--- src/rtl/timer16_consts.svh ---
// Offsets, field positions, reset values and top values of the 16-bit timer
`ifndef TIMER16_CONSTS_SVH
`define TIMER16_CONSTS_SVH

`define T16_OFS_CTRL_A      8'h80
`define T16_OFS_CTRL_B      8'h81
`define T16_OFS_FORCE       8'h82
`define T16_OFS_COUNT_LO    8'h84
`define T16_OFS_COUNT_HI    8'h85
`define T16_OFS_CAPTURE_LO  8'h86
`define T16_OFS_CAPTURE_HI  8'h87
`define T16_OFS_CMP_A_LO    8'h88
`define T16_OFS_CMP_A_HI    8'h89
`define T16_OFS_CMP_B_LO    8'h8a
`define T16_OFS_CMP_B_HI    8'h8b

`define T16_RST_BYTE        8'h00
`define T16_RST_WORD        16'h0000

`define T16_CTRL_A_COM_A_HI 7
`define T16_CTRL_A_COM_A_LO 6
`define T16_CTRL_A_COM_B_HI 5
`define T16_CTRL_A_COM_B_LO 4
`define T16_CTRL_B_EDGE     6
`define T16_CTRL_B_WAVE_HI  4
`define T16_CTRL_B_WAVE_LO  3
`define T16_CTRL_B_CS_HI    2
`define T16_CTRL_B_CS_LO    0
`define T16_FORCE_A_BIT     7
`define T16_FORCE_B_BIT     6

`define T16_TOP_MAX         16'hffff
`define T16_TOP_8BIT        16'h00ff
`define T16_TOP_9BIT        16'h01ff
`define T16_TOP_10BIT       16'h03ff
`define T16_PRESCALE_WIDTH  10

`endif

--- src/rtl/timer16_pkg.sv ---
// Types shared by the 16-bit timer modules
package timer16_pkg;

	typedef enum logic [2:0]
	{
		CLK_STOP     = 3'h0,
		CLK_DIV1     = 3'h1,
		CLK_DIV8     = 3'h2,
		CLK_DIV64    = 3'h3,
		CLK_DIV256   = 3'h4,
		CLK_DIV1024  = 3'h5,
		CLK_EXT_FALL = 3'h6,
		CLK_EXT_RISE = 3'h7
	} clock_sel_type;

	typedef enum logic [1:0]
	{
		COM_OFF    = 2'h0,
		COM_TOGGLE = 2'h1,
		COM_CLEAR  = 2'h2,
		COM_SET    = 2'h3
	} compare_output_mode_type;

	typedef enum logic [1:0]
	{
		KIND_NON_PWM   = 2'h0,
		KIND_FAST      = 2'h1,
		KIND_PHASE     = 2'h2
	} wave_kind_type;

endpackage

--- src/rtl/timer16_clk_if.sv ---
// Clock-select request and count tick between timer core and clock source
interface timer16_clk_if;
	timer16_pkg::clock_sel_type clock_sel;
	logic                       external_count_pin;
	logic                       tick;

	modport source
	(
		input  clock_sel,
		input  external_count_pin,
		output tick
	);

	modport core
	(
		output clock_sel,
		output external_count_pin,
		input  tick
	);
endinterface

--- src/rtl/timer16_clock_source.sv ---
// Free-running prescaler, external pin edge detector and count clock select
`include "timer16_consts.svh"

module timer16_clock_source
(
	input  wire logic     mclk_i,
	input  wire logic     resetn_i,
	input  wire logic     ce_i,
	timer16_clk_if.source clk_if
);

	logic [`T16_PRESCALE_WIDTH-1:0] presc_r;
	logic [`T16_PRESCALE_WIDTH-1:0] presc_nxt;
	logic                           sync1_r;
	logic                           sync1_nxt;
	logic                           sync2_r;
	logic                           sync2_nxt;
	logic                           prev_r;
	logic                           prev_nxt;
	logic                           tick_r;
	logic                           tick_nxt;

	assign clk_if.tick = tick_r;

	always_comb
	begin
		// Prescaler runs regardless of selection, so first prescaled tick may come early
		presc_nxt = presc_r + {{(`T16_PRESCALE_WIDTH-1){1'b0}}, 1'b1};
		sync1_nxt = clk_if.external_count_pin;
		sync2_nxt = sync1_r;
		prev_nxt  = sync2_r;
		unique case (clk_if.clock_sel)
			timer16_pkg::CLK_STOP:     tick_nxt = 1'b0;
			timer16_pkg::CLK_DIV1:     tick_nxt = 1'b1;
			timer16_pkg::CLK_DIV8:     tick_nxt = &presc_r[2:0];
			timer16_pkg::CLK_DIV64:    tick_nxt = &presc_r[5:0];
			timer16_pkg::CLK_DIV256:   tick_nxt = &presc_r[7:0];
			timer16_pkg::CLK_DIV1024:  tick_nxt = &presc_r[9:0];
			timer16_pkg::CLK_EXT_FALL: tick_nxt = prev_r & ~sync2_r;
			timer16_pkg::CLK_EXT_RISE: tick_nxt = ~prev_r & sync2_r;
		endcase
	end

	always_ff @(posedge mclk_i or negedge resetn_i)
	begin
		if (!resetn_i)
		begin
			presc_r <= '0;
			sync1_r <= 1'b0;
			sync2_r <= 1'b0;
			prev_r  <= 1'b0;
			tick_r  <= 1'b0;
		end
		else if (ce_i)
		begin
			presc_r <= presc_nxt;
			sync1_r <= sync1_nxt;
			sync2_r <= sync2_nxt;
			prev_r  <= prev_nxt;
			tick_r  <= tick_nxt;
		end
	end

endmodule

--- src/rtl/timer16_regs.sv ---
// 16-bit timer core: byte register file, counter, compare, capture, waveforms
//
// Behaviour
// - Three low control-B bits select count clock
// - Selection zero gives no clock, counter stops
// - Codes 1-5: undivided, /8, /64, /256, /1024
// - Code 6 external falling, 7 rising edge
// - Force bits act only in non-PWM modes
// - Force applies match per current output mode
// - Force: no flag, no clear-on-match reset
// - Force bits are strobes, read zero
// - Low byte at base, high at base+1
// - High byte goes through 8-bit latch
// - One latch shared by all 16-bit registers
// - Counter fully readable and writable by processor
// - Counter write blocks matches next timer clock
// - Capture loads counter on pin or comparator
// - Capture register can be counter top
// - Compare registers matched continuously, drive outputs
// - Force, counter, capture, compares reset zero
// - Match flag set cycle after equality
// - Forced strobe never sets match flag
`include "timer16_consts.svh"

module timer16_regs
(
	input  wire logic       mclk_i,
	input  wire logic       resetn_i,
	input  wire logic       ce_i,
	input  wire logic [7:0] addr_i,
	input  wire logic       wr_en_i,
	input  wire logic       rd_en_i,
	input  wire logic [7:0] wdata_i,
	input  wire logic       external_count_pin_i,
	input  wire logic       capture_input_pin_i,
	input  wire logic       comparator_out_i,
	input  wire logic       capture_from_comparator_i,
	output logic      [7:0] rdata_o,
	output logic            wave_out_a_o,
	output logic            wave_out_b_o,
	output logic            compare_a_flag_o,
	output logic            compare_b_flag_o,
	output logic            capture_flag_o
);

	timer16_clk_if clk_if ();

	logic [7:0]  ctrl_a_r;
	logic [7:0]  ctrl_a_nxt;
	logic [7:0]  ctrl_b_r;
	logic [7:0]  ctrl_b_nxt;
	logic [7:0]  temp_r;
	logic [7:0]  temp_nxt;
	logic [15:0] count_r;
	logic [15:0] count_nxt;
	logic [15:0] capture_r;
	logic [15:0] capture_nxt;
	logic [15:0] cmp_a_r;
	logic [15:0] cmp_a_nxt;
	logic [15:0] cmp_b_r;
	logic [15:0] cmp_b_nxt;
	logic        down_r;
	logic        down_nxt;
	logic        block_r;
	logic        block_nxt;
	logic [7:0]  rdata_nxt;
	logic        wave_a_nxt;
	logic        wave_b_nxt;
	logic        flag_a_nxt;
	logic        flag_b_nxt;
	logic        cap_flag_nxt;
	logic        cap_s1_r;
	logic        cap_s2_r;
	logic        cap_prev_r;
	logic        cap_src;
	logic        cap_edge;

	logic [3:0]                          wave_mode_field;
	logic [15:0]                         top;
	timer16_pkg::wave_kind_type          kind;
	timer16_pkg::compare_output_mode_type com_a;
	timer16_pkg::compare_output_mode_type com_b;
	logic                                match_a;
	logic                                match_b;
	logic                                at_top;
	logic                                wr;
	logic                                force_a;
	logic                                force_b;

	timer16_clock_source u_clock_source
	(
		.mclk_i   (mclk_i),
		.resetn_i (resetn_i),
		.ce_i     (ce_i),
		.clk_if   (clk_if)
	);

	// Counter top for the current waveform mode
	function automatic logic [15:0] top_of
	(
		input logic [3:0]  mode,
		input logic [15:0] cmp_a,
		input logic [15:0] icr
	);
		unique case (mode)
			4'h1, 4'h5:             top_of = `T16_TOP_8BIT;
			4'h2, 4'h6:             top_of = `T16_TOP_9BIT;
			4'h3, 4'h7:             top_of = `T16_TOP_10BIT;
			4'h4, 4'h9, 4'hb, 4'hf: top_of = cmp_a;
			4'h8, 4'ha, 4'hc, 4'he: top_of = icr;
			default:                top_of = `T16_TOP_MAX;
		endcase
	endfunction

	function automatic timer16_pkg::wave_kind_type kind_of
	(
		input logic [3:0] mode
	);
		unique case (mode)
			4'h0, 4'h4, 4'hc, 4'hd:       kind_of = timer16_pkg::KIND_NON_PWM;
			4'h5, 4'h6, 4'h7, 4'he, 4'hf: kind_of = timer16_pkg::KIND_FAST;
			default:                      kind_of = timer16_pkg::KIND_PHASE;
		endcase
	endfunction

	function automatic logic icr_is_top
	(
		input logic [3:0] mode
	);
		icr_is_top = (mode == 4'h8) || (mode == 4'ha) || (mode == 4'hc) || (mode == 4'he);
	endfunction

	// Next waveform pin level on a match; toggle in PWM only where allowed
	function automatic logic wave_on_match
	(
		input logic                                 cur,
		input timer16_pkg::compare_output_mode_type com,
		input timer16_pkg::wave_kind_type           knd,
		input logic                                 down,
		input logic                                 may_toggle
	);
		logic up_level;
		up_level = (com == timer16_pkg::COM_SET);
		unique case (com)
			timer16_pkg::COM_OFF:    wave_on_match = cur;
			timer16_pkg::COM_TOGGLE:
				wave_on_match = (knd == timer16_pkg::KIND_NON_PWM || may_toggle) ? ~cur : cur;
			default:
				if (knd == timer16_pkg::KIND_PHASE && down)
					wave_on_match = ~up_level;
				else
					wave_on_match = up_level;
		endcase
	endfunction

	// Fast PWM restores the pin opposite to its match level at the wrap
	function automatic logic wave_on_wrap
	(
		input logic                                 cur,
		input timer16_pkg::compare_output_mode_type com
	);
		unique case (com)
			timer16_pkg::COM_CLEAR: wave_on_wrap = 1'b1;
			timer16_pkg::COM_SET:   wave_on_wrap = 1'b0;
			default:                wave_on_wrap = cur;
		endcase
	endfunction

	// Capture pin is asynchronous: two flops before any logic
	always_ff @(posedge mclk_i or negedge resetn_i)
	begin
		if (!resetn_i)
		begin
			cap_s1_r   <= 1'b0;
			cap_s2_r   <= 1'b0;
			cap_prev_r <= 1'b0;
		end
		else if (ce_i)
		begin
			cap_s1_r   <= capture_input_pin_i;
			cap_s2_r   <= cap_s1_r;
			cap_prev_r <= cap_src;
		end
	end

	always_comb
	begin
		wave_mode_field = {ctrl_b_r[`T16_CTRL_B_WAVE_HI:`T16_CTRL_B_WAVE_LO], ctrl_a_r[1:0]};
		top      = top_of(wave_mode_field, cmp_a_r, capture_r);
		kind     = kind_of(wave_mode_field);
		com_a    = timer16_pkg::compare_output_mode_type'(
			ctrl_a_r[`T16_CTRL_A_COM_A_HI:`T16_CTRL_A_COM_A_LO]);
		com_b    = timer16_pkg::compare_output_mode_type'(
			ctrl_a_r[`T16_CTRL_A_COM_B_HI:`T16_CTRL_A_COM_B_LO]);
		clk_if.clock_sel = timer16_pkg::clock_sel_type'(
			ctrl_b_r[`T16_CTRL_B_CS_HI:`T16_CTRL_B_CS_LO]);
		clk_if.external_count_pin = external_count_pin_i;
		cap_src  = capture_from_comparator_i ? comparator_out_i : cap_s2_r;
		cap_edge = ctrl_b_r[`T16_CTRL_B_EDGE] ? (cap_src & ~cap_prev_r)
			: (~cap_src & cap_prev_r);
		// Matches are sampled on the timer clock and blocked after a counter write
		match_a  = clk_if.tick && (count_r == cmp_a_r) && !block_r;
		match_b  = clk_if.tick && (count_r == cmp_b_r) && !block_r;
		at_top   = (count_r == top);
		wr       = wr_en_i;
		force_a  = wr && (addr_i == `T16_OFS_FORCE) && wdata_i[`T16_FORCE_A_BIT]
			&& (kind == timer16_pkg::KIND_NON_PWM);
		force_b  = wr && (addr_i == `T16_OFS_FORCE) && wdata_i[`T16_FORCE_B_BIT]
			&& (kind == timer16_pkg::KIND_NON_PWM);
	end

	// Register file and counter
	always_comb
	begin
		ctrl_a_nxt  = ctrl_a_r;
		ctrl_b_nxt  = ctrl_b_r;
		temp_nxt    = temp_r;
		count_nxt   = count_r;
		capture_nxt = capture_r;
		cmp_a_nxt   = cmp_a_r;
		cmp_b_nxt   = cmp_b_r;
		down_nxt    = down_r;
		block_nxt   = block_r;
		rdata_nxt   = rdata_o;
		cap_flag_nxt = 1'b0;

		// Counting; a processor write below takes priority
		if (clk_if.tick)
		begin
			block_nxt = 1'b0;
			if (kind == timer16_pkg::KIND_PHASE)
			begin
				if (down_r && count_r == 16'h0000)
				begin
					down_nxt  = 1'b0;
					count_nxt = 16'h0001;
				end
				else if (!down_r && count_r >= top)
				begin
					down_nxt  = 1'b1;
					count_nxt = count_r - 16'h0001;
				end
				else
					count_nxt = down_r ? count_r - 16'h0001 : count_r + 16'h0001;
			end
			else
			begin
				down_nxt  = 1'b0;
				count_nxt = at_top ? 16'h0000 : count_r + 16'h0001;
			end
			if (icr_is_top(wave_mode_field) && at_top)
				cap_flag_nxt = 1'b1;
		end

		// Input capture is cut off while the capture register is the top
		if (cap_edge && !icr_is_top(wave_mode_field))
		begin
			capture_nxt  = count_r;
			cap_flag_nxt = 1'b1;
		end

		if (rd_en_i)
		begin
			unique case (addr_i)
				`T16_OFS_CTRL_A:     rdata_nxt = ctrl_a_r;
				`T16_OFS_CTRL_B:     rdata_nxt = ctrl_b_r;
				`T16_OFS_FORCE:      rdata_nxt = 8'h00;
				`T16_OFS_COUNT_LO:
				begin
					rdata_nxt = count_r[7:0];
					temp_nxt  = count_r[15:8];
				end
				`T16_OFS_CAPTURE_LO:
				begin
					rdata_nxt = capture_r[7:0];
					temp_nxt  = capture_r[15:8];
				end
				`T16_OFS_CMP_A_LO:
				begin
					rdata_nxt = cmp_a_r[7:0];
					temp_nxt  = cmp_a_r[15:8];
				end
				`T16_OFS_CMP_B_LO:
				begin
					rdata_nxt = cmp_b_r[7:0];
					temp_nxt  = cmp_b_r[15:8];
				end
				`T16_OFS_COUNT_HI, `T16_OFS_CAPTURE_HI,
				`T16_OFS_CMP_A_HI, `T16_OFS_CMP_B_HI:
					rdata_nxt = temp_r;
				default:             rdata_nxt = 8'h00;
			endcase
		end

		// One shared latch: interleaving two registers' accesses corrupts the one whose high byte was latched first
		if (wr)
		begin
			unique case (addr_i)
				`T16_OFS_CTRL_A:     ctrl_a_nxt = wdata_i;
				`T16_OFS_CTRL_B:     ctrl_b_nxt = wdata_i & 8'hdf;
				`T16_OFS_COUNT_LO:
				begin
					count_nxt = {temp_r, wdata_i};
					block_nxt = 1'b1;
				end
				`T16_OFS_CAPTURE_LO: capture_nxt = {temp_r, wdata_i};
				`T16_OFS_CMP_A_LO:   cmp_a_nxt   = {temp_r, wdata_i};
				`T16_OFS_CMP_B_LO:   cmp_b_nxt   = {temp_r, wdata_i};
				`T16_OFS_COUNT_HI, `T16_OFS_CAPTURE_HI,
				`T16_OFS_CMP_A_HI, `T16_OFS_CMP_B_HI:
					temp_nxt = wdata_i;
				default:             ;
			endcase
		end
	end

	// Waveform pins and match flags
	always_comb
	begin
		wave_a_nxt = wave_out_a_o;
		wave_b_nxt = wave_out_b_o;
		if (kind == timer16_pkg::KIND_FAST && clk_if.tick && at_top)
		begin
			wave_a_nxt = wave_on_wrap(wave_out_a_o, com_a);
			wave_b_nxt = wave_on_wrap(wave_out_b_o, com_b);
		end
		if (match_a)
			wave_a_nxt = wave_on_match(wave_out_a_o, com_a, kind, down_r,
				wave_mode_field == 4'h9 || wave_mode_field == 4'hb || wave_mode_field == 4'hf);
		if (match_b)
			wave_b_nxt = wave_on_match(wave_out_b_o, com_b, kind, down_r, 1'b0);
		// Forced match uses the output mode present now, touches nothing else
		if (force_a)
			wave_a_nxt = wave_on_match(wave_out_a_o, com_a, kind, 1'b0, 1'b0);
		if (force_b)
			wave_b_nxt = wave_on_match(wave_out_b_o, com_b, kind, 1'b0, 1'b0);
		flag_a_nxt = match_a;
		flag_b_nxt = match_b;
	end

	always_ff @(posedge mclk_i or negedge resetn_i)
	begin
		if (!resetn_i)
		begin
			ctrl_a_r         <= `T16_RST_BYTE;
			ctrl_b_r         <= `T16_RST_BYTE;
			temp_r           <= `T16_RST_BYTE;
			count_r          <= `T16_RST_WORD;
			capture_r        <= `T16_RST_WORD;
			cmp_a_r          <= `T16_RST_WORD;
			cmp_b_r          <= `T16_RST_WORD;
			down_r           <= 1'b0;
			block_r          <= 1'b0;
			rdata_o          <= `T16_RST_BYTE;
			wave_out_a_o     <= 1'b0;
			wave_out_b_o     <= 1'b0;
			compare_a_flag_o <= 1'b0;
			compare_b_flag_o <= 1'b0;
			capture_flag_o   <= 1'b0;
		end
		else if (ce_i)
		begin
			ctrl_a_r         <= ctrl_a_nxt;
			ctrl_b_r         <= ctrl_b_nxt;
			temp_r           <= temp_nxt;
			count_r          <= count_nxt;
			capture_r        <= capture_nxt;
			cmp_a_r          <= cmp_a_nxt;
			cmp_b_r          <= cmp_b_nxt;
			down_r           <= down_nxt;
			block_r          <= block_nxt;
			rdata_o          <= rdata_nxt;
			wave_out_a_o     <= wave_a_nxt;
			wave_out_b_o     <= wave_b_nxt;
			compare_a_flag_o <= flag_a_nxt;
			compare_b_flag_o <= flag_b_nxt;
			capture_flag_o   <= cap_flag_nxt;
		end
	end

endmodule

--- config.mk ---
export PLATFORM = sky130hd
export DESIGN_NAME = timer16_regs
export DESIGN_NICKNAME = d
export VERILOG_FILES = /design/src/rtl/timer16_pkg.sv /design/src/rtl/timer16_clk_if.sv /design/src/rtl/timer16_clock_source.sv /design/src/rtl/timer16_regs.sv
export VERILOG_INCLUDE_DIRS = /design/src /design/src/rtl
export SDC_FILE = /design/constraint.sdc
export NUM_CORES = 1
export LEC_CHECK = 0
export BUFFER_PORTS_ARGS = -buffer_cell sky130_fd_sc_hd__buf_2
export CAP_MARGIN = 0
export CORE_MARGIN = 4
export CORE_UTILIZATION = 30
export CTS_CLUSTER_DIAMETER = 80
export DETAILED_ROUTE_END_ITERATION = 7
export SYNTH_ARGS = -nofsm -noshare
export SYNTH_HDL_FRONTEND = slang
export SYNTH_SLANG_ARGS = --single-unit
--- constraint.sdc ---
create_clock -name mclk_i -period 3.7 [get_ports mclk_i]
set_input_delay 0.74 -clock mclk_i [delete_from_list [all_inputs] [get_ports mclk_i]]
set_output_delay 0.74 -clock mclk_i [all_outputs]
set_load 0.005 [all_outputs]
Word level (Yosys, flattened, before mapping):

Memory sizes are Yosys's and may differ from the RTL's.
Cells that the tools add are included.

* register bits: 119
* bits in read-only memories: 32
* bits of input ports: 25
* word-level logic and storage cells: 188
* memories kept: 1

Memories
* (name not given): words 16, width 2, rd ports 1, clocked after memory_dff 0, write ports 0, RTL line timer16_regs.sv:119 `unique case (mode)`

* add/sub/neg operators: 3
* magnitude comparators: 1
* eq/ne operators: 50
* muxes and demuxes: 46
* bitwise operators: 12
* reductions and logical operators: 52

Operators with widths (count)
* $mux W16: 11
* $eq A8 B8 Y1 const B: 11
* $pmux W16 S5: 1
* $pmux W8 S7: 1
* $eq A16 B16 Y1: 3
* $pmux W8 S4: 1
* $eq A4 B4 Y1 const B: 7
* $mux W8: 3
* $mux W1: 22
* $reduce_and A3 Y1: 6
* $add A16 B1 Y16 const B: 1
* $eq A4 B3 Y1 const B: 4
* $ge A16 B16 Y1: 1
* $logic_and A1 B1 Y1: 16
* $logic_not A16 Y1: 1
* $sub A16 B1 Y16 const B: 1
* $eq A3 B3 Y1 const B: 4
* $pmux W1 S2: 6
* $reduce_or A4 Y1: 3
* $add A10 B1 Y10 const B: 1
* $eq A2 B2 Y1 const B: 5
* $reduce_and A10 Y1: 1
* $eq A4 B2 Y1 const B: 2
* $ne A2 B2 Y1 const B: 4
* 21 further kinds: 48

Longest topological paths before layout:

* depth in word-level cells: 11
* mapped depth: 16
* depth with buffers taken out: 14

Modules after synthesis:

A second synthesis with hierarchy kept.

* cells, all modules: 854
* area total of the unflattened synthesis: 8040.2 µm²

Modules (own cells, without submodules)
* timer16_regs: instances 1, cells each 801, area an instance 7373.3 µm²
* timer16_clock_source: instances 1, cells each 53, area an instance 666.9 µm²

Least setup slack after synthesis:

Ideal clock, no wire load.

* kind: reg-to-reg
* from: reg ctrl_b_r[3]
* to: reg count_r[12]
* setup time: 0.078 ns
* arrival time: 3.570 ns
* data required time: 3.622 ns
* slack: 0.052 ns
* stages on the path, launching flop included: 17
* period minus slack after synthesis: 3.648 ns
* path through: dfrtp_1 -> clkbuf_1 -> clkinv_1 -> nor2_1 -> mux2i_1 -> nor2_1 -> a21o_1 -> a21oi_1 -> ha_1 -> nand4_1 -> or3_1 -> buf_2 -> a21o_1 -> buf_6 -> o21a_1 -> a211o_1 -> a21oi_1

* word-level cells in the longest chain between the ends: 11
* elaborated cells between the ends (all ways): 32

RTL lines
* start: declaration: RTL line timer16_regs.sv:50 `logic [7:0] ctrl_b_r;`
* start signal: assignment: RTL line timer16_regs.sv:346 `` ctrl_b_r <= `T16_RST_BYTE; ``
* start signal: assignment: RTL line timer16_regs.sv:364 `ctrl_b_r <= ctrl_b_nxt;`
* $eq A4 B4 Y1, or another cell as far along: RTL line timer16_regs.sv:105 `unique case (mode)`
* $reduce_or A4 Y1 / $reduce_or A2 Y1 (equally long branches): RTL line timer16_regs.sv:105
* $pmux W16 S5: RTL line timer16_regs.sv:105
* $ge A16 B16 Y1: RTL line timer16_regs.sv:238 `else if (!down_r && count_r >= top)`
* $logic_and A1 B1 Y1: RTL line timer16_regs.sv:238
* $mux W16: RTL line timer16_regs.sv:238
* $mux W16: RTL line timer16_regs.sv:233 `if (down_r && count_r == 16'h0000)`
* $mux W16 (*): RTL line timer16_regs.sv:231 `if (kind == timer16_pkg::KIND_PHASE)`
* $mux W16 (*): RTL line timer16_regs.sv:228 `if (clk_if.tick)`
* $mux W16: RTL line timer16_regs.sv:298 `unique case (addr_i)`
* $mux W16 (*): RTL line timer16_regs.sv:296 `if (wr)`
* end signal: assignment: RTL line timer16_regs.sv:348 `` count_r <= `T16_RST_WORD; ``
* end signal: assignment: RTL line timer16_regs.sv:366 `count_r <= count_nxt;`
* end: declaration: RTL line timer16_regs.sv:54 `logic [15:0] count_r;`

Mark *: on every way between the ends. The rest lies on a longest branch, timed or not.
A chain may end at the register's enable or synchronous reset.

Worst setup path after layout:

* from: reg ctrl_a_r[0]
* to: reg count_r[8]

* word-level cells in the longest chain between the ends: 11
* elaborated cells between the ends (all ways): 32

RTL lines
* start: declaration: RTL line timer16_regs.sv:48 `logic [7:0] ctrl_a_r;`
* start signal: assignment: RTL line timer16_regs.sv:345 `` ctrl_a_r <= `T16_RST_BYTE; ``
* start signal: assignment: RTL line timer16_regs.sv:363 `ctrl_a_r <= ctrl_a_nxt;`
* $eq A4 B4 Y1, or another cell as far along: RTL line timer16_regs.sv:105
* $reduce_or A4 Y1 / $reduce_or A2 Y1 (equally long branches): RTL line timer16_regs.sv:105
* $pmux W16 S5: RTL line timer16_regs.sv:105
* $ge A16 B16 Y1: RTL line timer16_regs.sv:238
* $logic_and A1 B1 Y1: RTL line timer16_regs.sv:238
* $mux W16: RTL line timer16_regs.sv:238
* $mux W16: RTL line timer16_regs.sv:233
* $mux W16 (*): RTL line timer16_regs.sv:231
* $mux W16 (*): RTL line timer16_regs.sv:228
* $mux W16: RTL line timer16_regs.sv:298
* $mux W16 (*): RTL line timer16_regs.sv:296

Marks and branches as above.

==> impl_results.md <==
- Fmax: 284 MHz
- Initial antenna violation count: 0
- Post-synth net total: 894
- Final worst slack: 0.175 ns
- CTS buffer count: 17
- Fill cells: 2611
- Flop2flop setup slack: 0.17 ns
- Grt ovf: 0
- Post-synthesis xor/xnor area fraction: 0.0561
- Worst Skew: 0.0110 ns
- R2R Path Start: ctrl_a_r[0]
- Distinct cells, synth: 82
- Effective utilization at floorplan: 0.308
- Vias in the first global route: 6944
- Mapped cell area: 7810 sq um
- Compound-Gate Fraction of Synth Area: 0.217
- Outcome: finished, final reports clean
- Worst Path Class, Setup: flop to flop
- Vias: 7168
- Area leader, netlist: dfrtp_1
- Endpoints failing setup: 0
- # H-tree levels: 4
- Max_cap viols: 0
- Share of layout cells above drive strength 1: 0.219
- Yosys warns: 0
- Row count: 58
- Average cell area after synthesis: 9.20 sq um
- N_diodes: 0
- CTS clk-pin slew, worst paths: 0.06 ns
- Top-count cell post-synth: dfrtp_1
- Final Hold Violating Endpoints: 0
- Hold_buf cts: 0
- Slew of the pin with the lowest slew margin: 0.935 ns
- IO Count: 38
- Pleak: 0.00397 uW
- Worst-Skew Late Latency: 0.43 ns
- DR DRC count: 0
- Worst setup EP type: flop
- Gpl congestion: 0.974
- Synth area leaders: dfrtp_1 38%, mux2_2 8.5%, a21oi_1 5.9%
- Worst reg-to-reg path cell count: 11
- Seq/Total Area, Yosys: 0.381
- Die Y-Extent: 169 microns
- Detailed placement HPWL: 18900 microns
- DR vias/cell: 5.81
- Drt wl/cell: 21.4 microns
- Commonest cells post-synth: 119 x dfrtp_1, 92 x a21oi_1, 78 x nor2_1, 59 x mux2_2, 58 x o21ai_0
- Largest family of logic cells by synthesized area: compound AO/OA/AOI/OAI gates
- Clk sink count: 119
- Synth top area share: 0.381
- Worst Hold Class: input pin to async pin
- FF+latch count, synth: 119
- Worst vdd ir: 0.309 mV
- Initial DRC count: 715
- Synth Area in Adders: 0.0320
- Drt total wl: 26400 microns
- Final Critical Period: 3.53 ns
- First-pass GRT wire length: 41500 microns
- Core Box Area: 25400 sq um
- Routed Antenna Nets: 0
- Ys async rst share: 1.00
- Most common flop cell mapped by yosys: dfrtp_1
- Worst-path fanout max: 10
- P&R area growth vs syn: 16.2%
- Slew Limit Headroom: 0.377
- Period utilisation layout: 0.953
- CTS tree: built
- Post-Synth Simple-Gate Area: 0.152
- Post-synthesis mux area share: 0.121
- Die area: 28700 sq um
- Arr. time, crit path: 3.82 ns
- Place WS: 0.270 ns
- Root Buffer: clkbuf_16
- Slew Viols, Final: 0
- Pin count of the biggest net entering global routing: 50
- Crit start category: flop
- EDFF count, synth: 0
- Longest Clk Path Bufs: 2
- Gate count after technology mapping: 849
- DR pass1 iterations: 5
- PwrDens: 518 nW/um^2
- Reg-to-reg endpoint: count_r[8]
- DIE WIDTH: 169 microns
- Tot GR Track Use: 0.186
- Port bufs: 37
- Final #Nets: 936
- Power Total: 4700 uW
- Worst EP required: 3.99 ns
[routing by layer]
metal  part of all wire  routed length [microns]  global-route usage
met1               0.43                    11300               0.260
met2               0.45                    11900               0.282
met3              0.087                     2300              0.0384
met4              0.035                      920              0.0760
met5                  0                        0                   0
[state kept, by name, summed over array words and instances (netlist names), 7 cells and up]
name / flops
capture_r: 16
cmp_a_r: 16
cmp_b_r: 16
count_r: 16
ctrl_a_r: 8
ctrl_b_r: 7
rdata_o: 8
temp_r: 8
u_clock_source.presc_r: 10
[report_power, final]
group / switching [uW] / internal, uW / total, uW / leakage (uW)
clock network: 675 / 887 / 1560 / 0.000269
registers: 326 / 1500 / 1820 / 0.00153
logic: 776 / 541 / 1320 / 0.00218
[worst max-delay path by stage]
stage | startpoint | endpoint | depth (start not counted)
2_1_floorplan | ctrl_b_r[3] | count_r[12] | 16
3_3_place_gp | ctrl_a_r[0] | count_r[8] | 13
3_5_place_dp | ctrl_a_r[0] | count_r[12] | 12
4_1_cts | ctrl_a_r[0] | count_r[8] | 13
5_1_grt | ctrl_a_r[0] | count_r[2] | 11
6_report | ctrl_a_r[0] | count_r[8] | 11
[logic make-up (layout without fill, tap and decap cells)]
kind of cell	after synthesis	in the layout
XOR/XNOR	50	50
buffers and inverters	73	128
adder cells (fa/ha/maj)	20	20
AND/OR/NAND/NOR	232	232
flip-flops	119	119
AO/OA/AOI/OAI	268	268
multiplexers	87	87
[area by class of cell]
class,count,area (sq um),share of cell area
inverters,14,52.6,0.00579
repair buffers,82,551,0.0606
clock buffers,18,439,0.0484
well taps,330,413,0.0455
multi-input cells,657,4530,0.499
clock inverters,14,113,0.0124
flip-flops and latches,119,2980,0.328
[repair_timing]
action,4_1_cts,5_1_grt
buffers inserted,0,0
gates resized for setup,0,3
endpoints found under the setup margin,0,10
[stage by stage]
step | TNS (ns) | cells | hold WS (ns) | cell area [sq um] | util
after floorplan | 0 | 849 | 0.444 | 7810 | -
after global placement | 0 | 1202 | 0.459 | 8510 | 0.335
after detailed placement | 0 | 1202 | 0.465 | 8510 | 0.335
after CTS | 0 | 1234 | 0.362 | 9070 | 0.357
after global routing | -0.00744 | 1234 | 0.376 | 9080 | 0.357
final | 0 | 1234 | 0.339 | 9080 | 0.357
[critical path: stages, from the launching register on]
cell,delay (ns)
dfrtp_1,0.47
buf_4,0.22
mux2_2,0.35
a21oi_1,0.21
ha_1,0.18
nand4_1,0.12
or3_4,0.44
o311a_2,0.47
a21o_1,0.24
buf_4,0.20
a221oi_1,0.40
nor2_1,0.10
[placed cells by master (no fill, tap or decap), types with 8 or more instances in the layout]
| cell type | instances |
|---|---|
| inv_1 | 13 |
| nand3_1 | 16 |
| o211ai_1 | 9 |
| xor2_1 | 40 |
| mux2_2 | 59 |
| o21ai_0 | 58 |
| o22ai_1 | 25 |
| nor2_1 | 77 |
| o21a_1 | 9 |
| nand2_1 | 55 |
| buf_4 | 44 |
| xnor2_1 | 10 |
| nor4_1 | 8 |
| a21oi_1 | 92 |
| ha_1 | 20 |
| mux2i_1 | 27 |
| clkbuf_16 | 17 |
| a221oi_1 | 14 |
| dfrtp_1 | 119 |
| nor3_1 | 11 |
| nand4_1 | 12 |
| buf_2 | 36 |
Power figures use the tool's default switching activity.
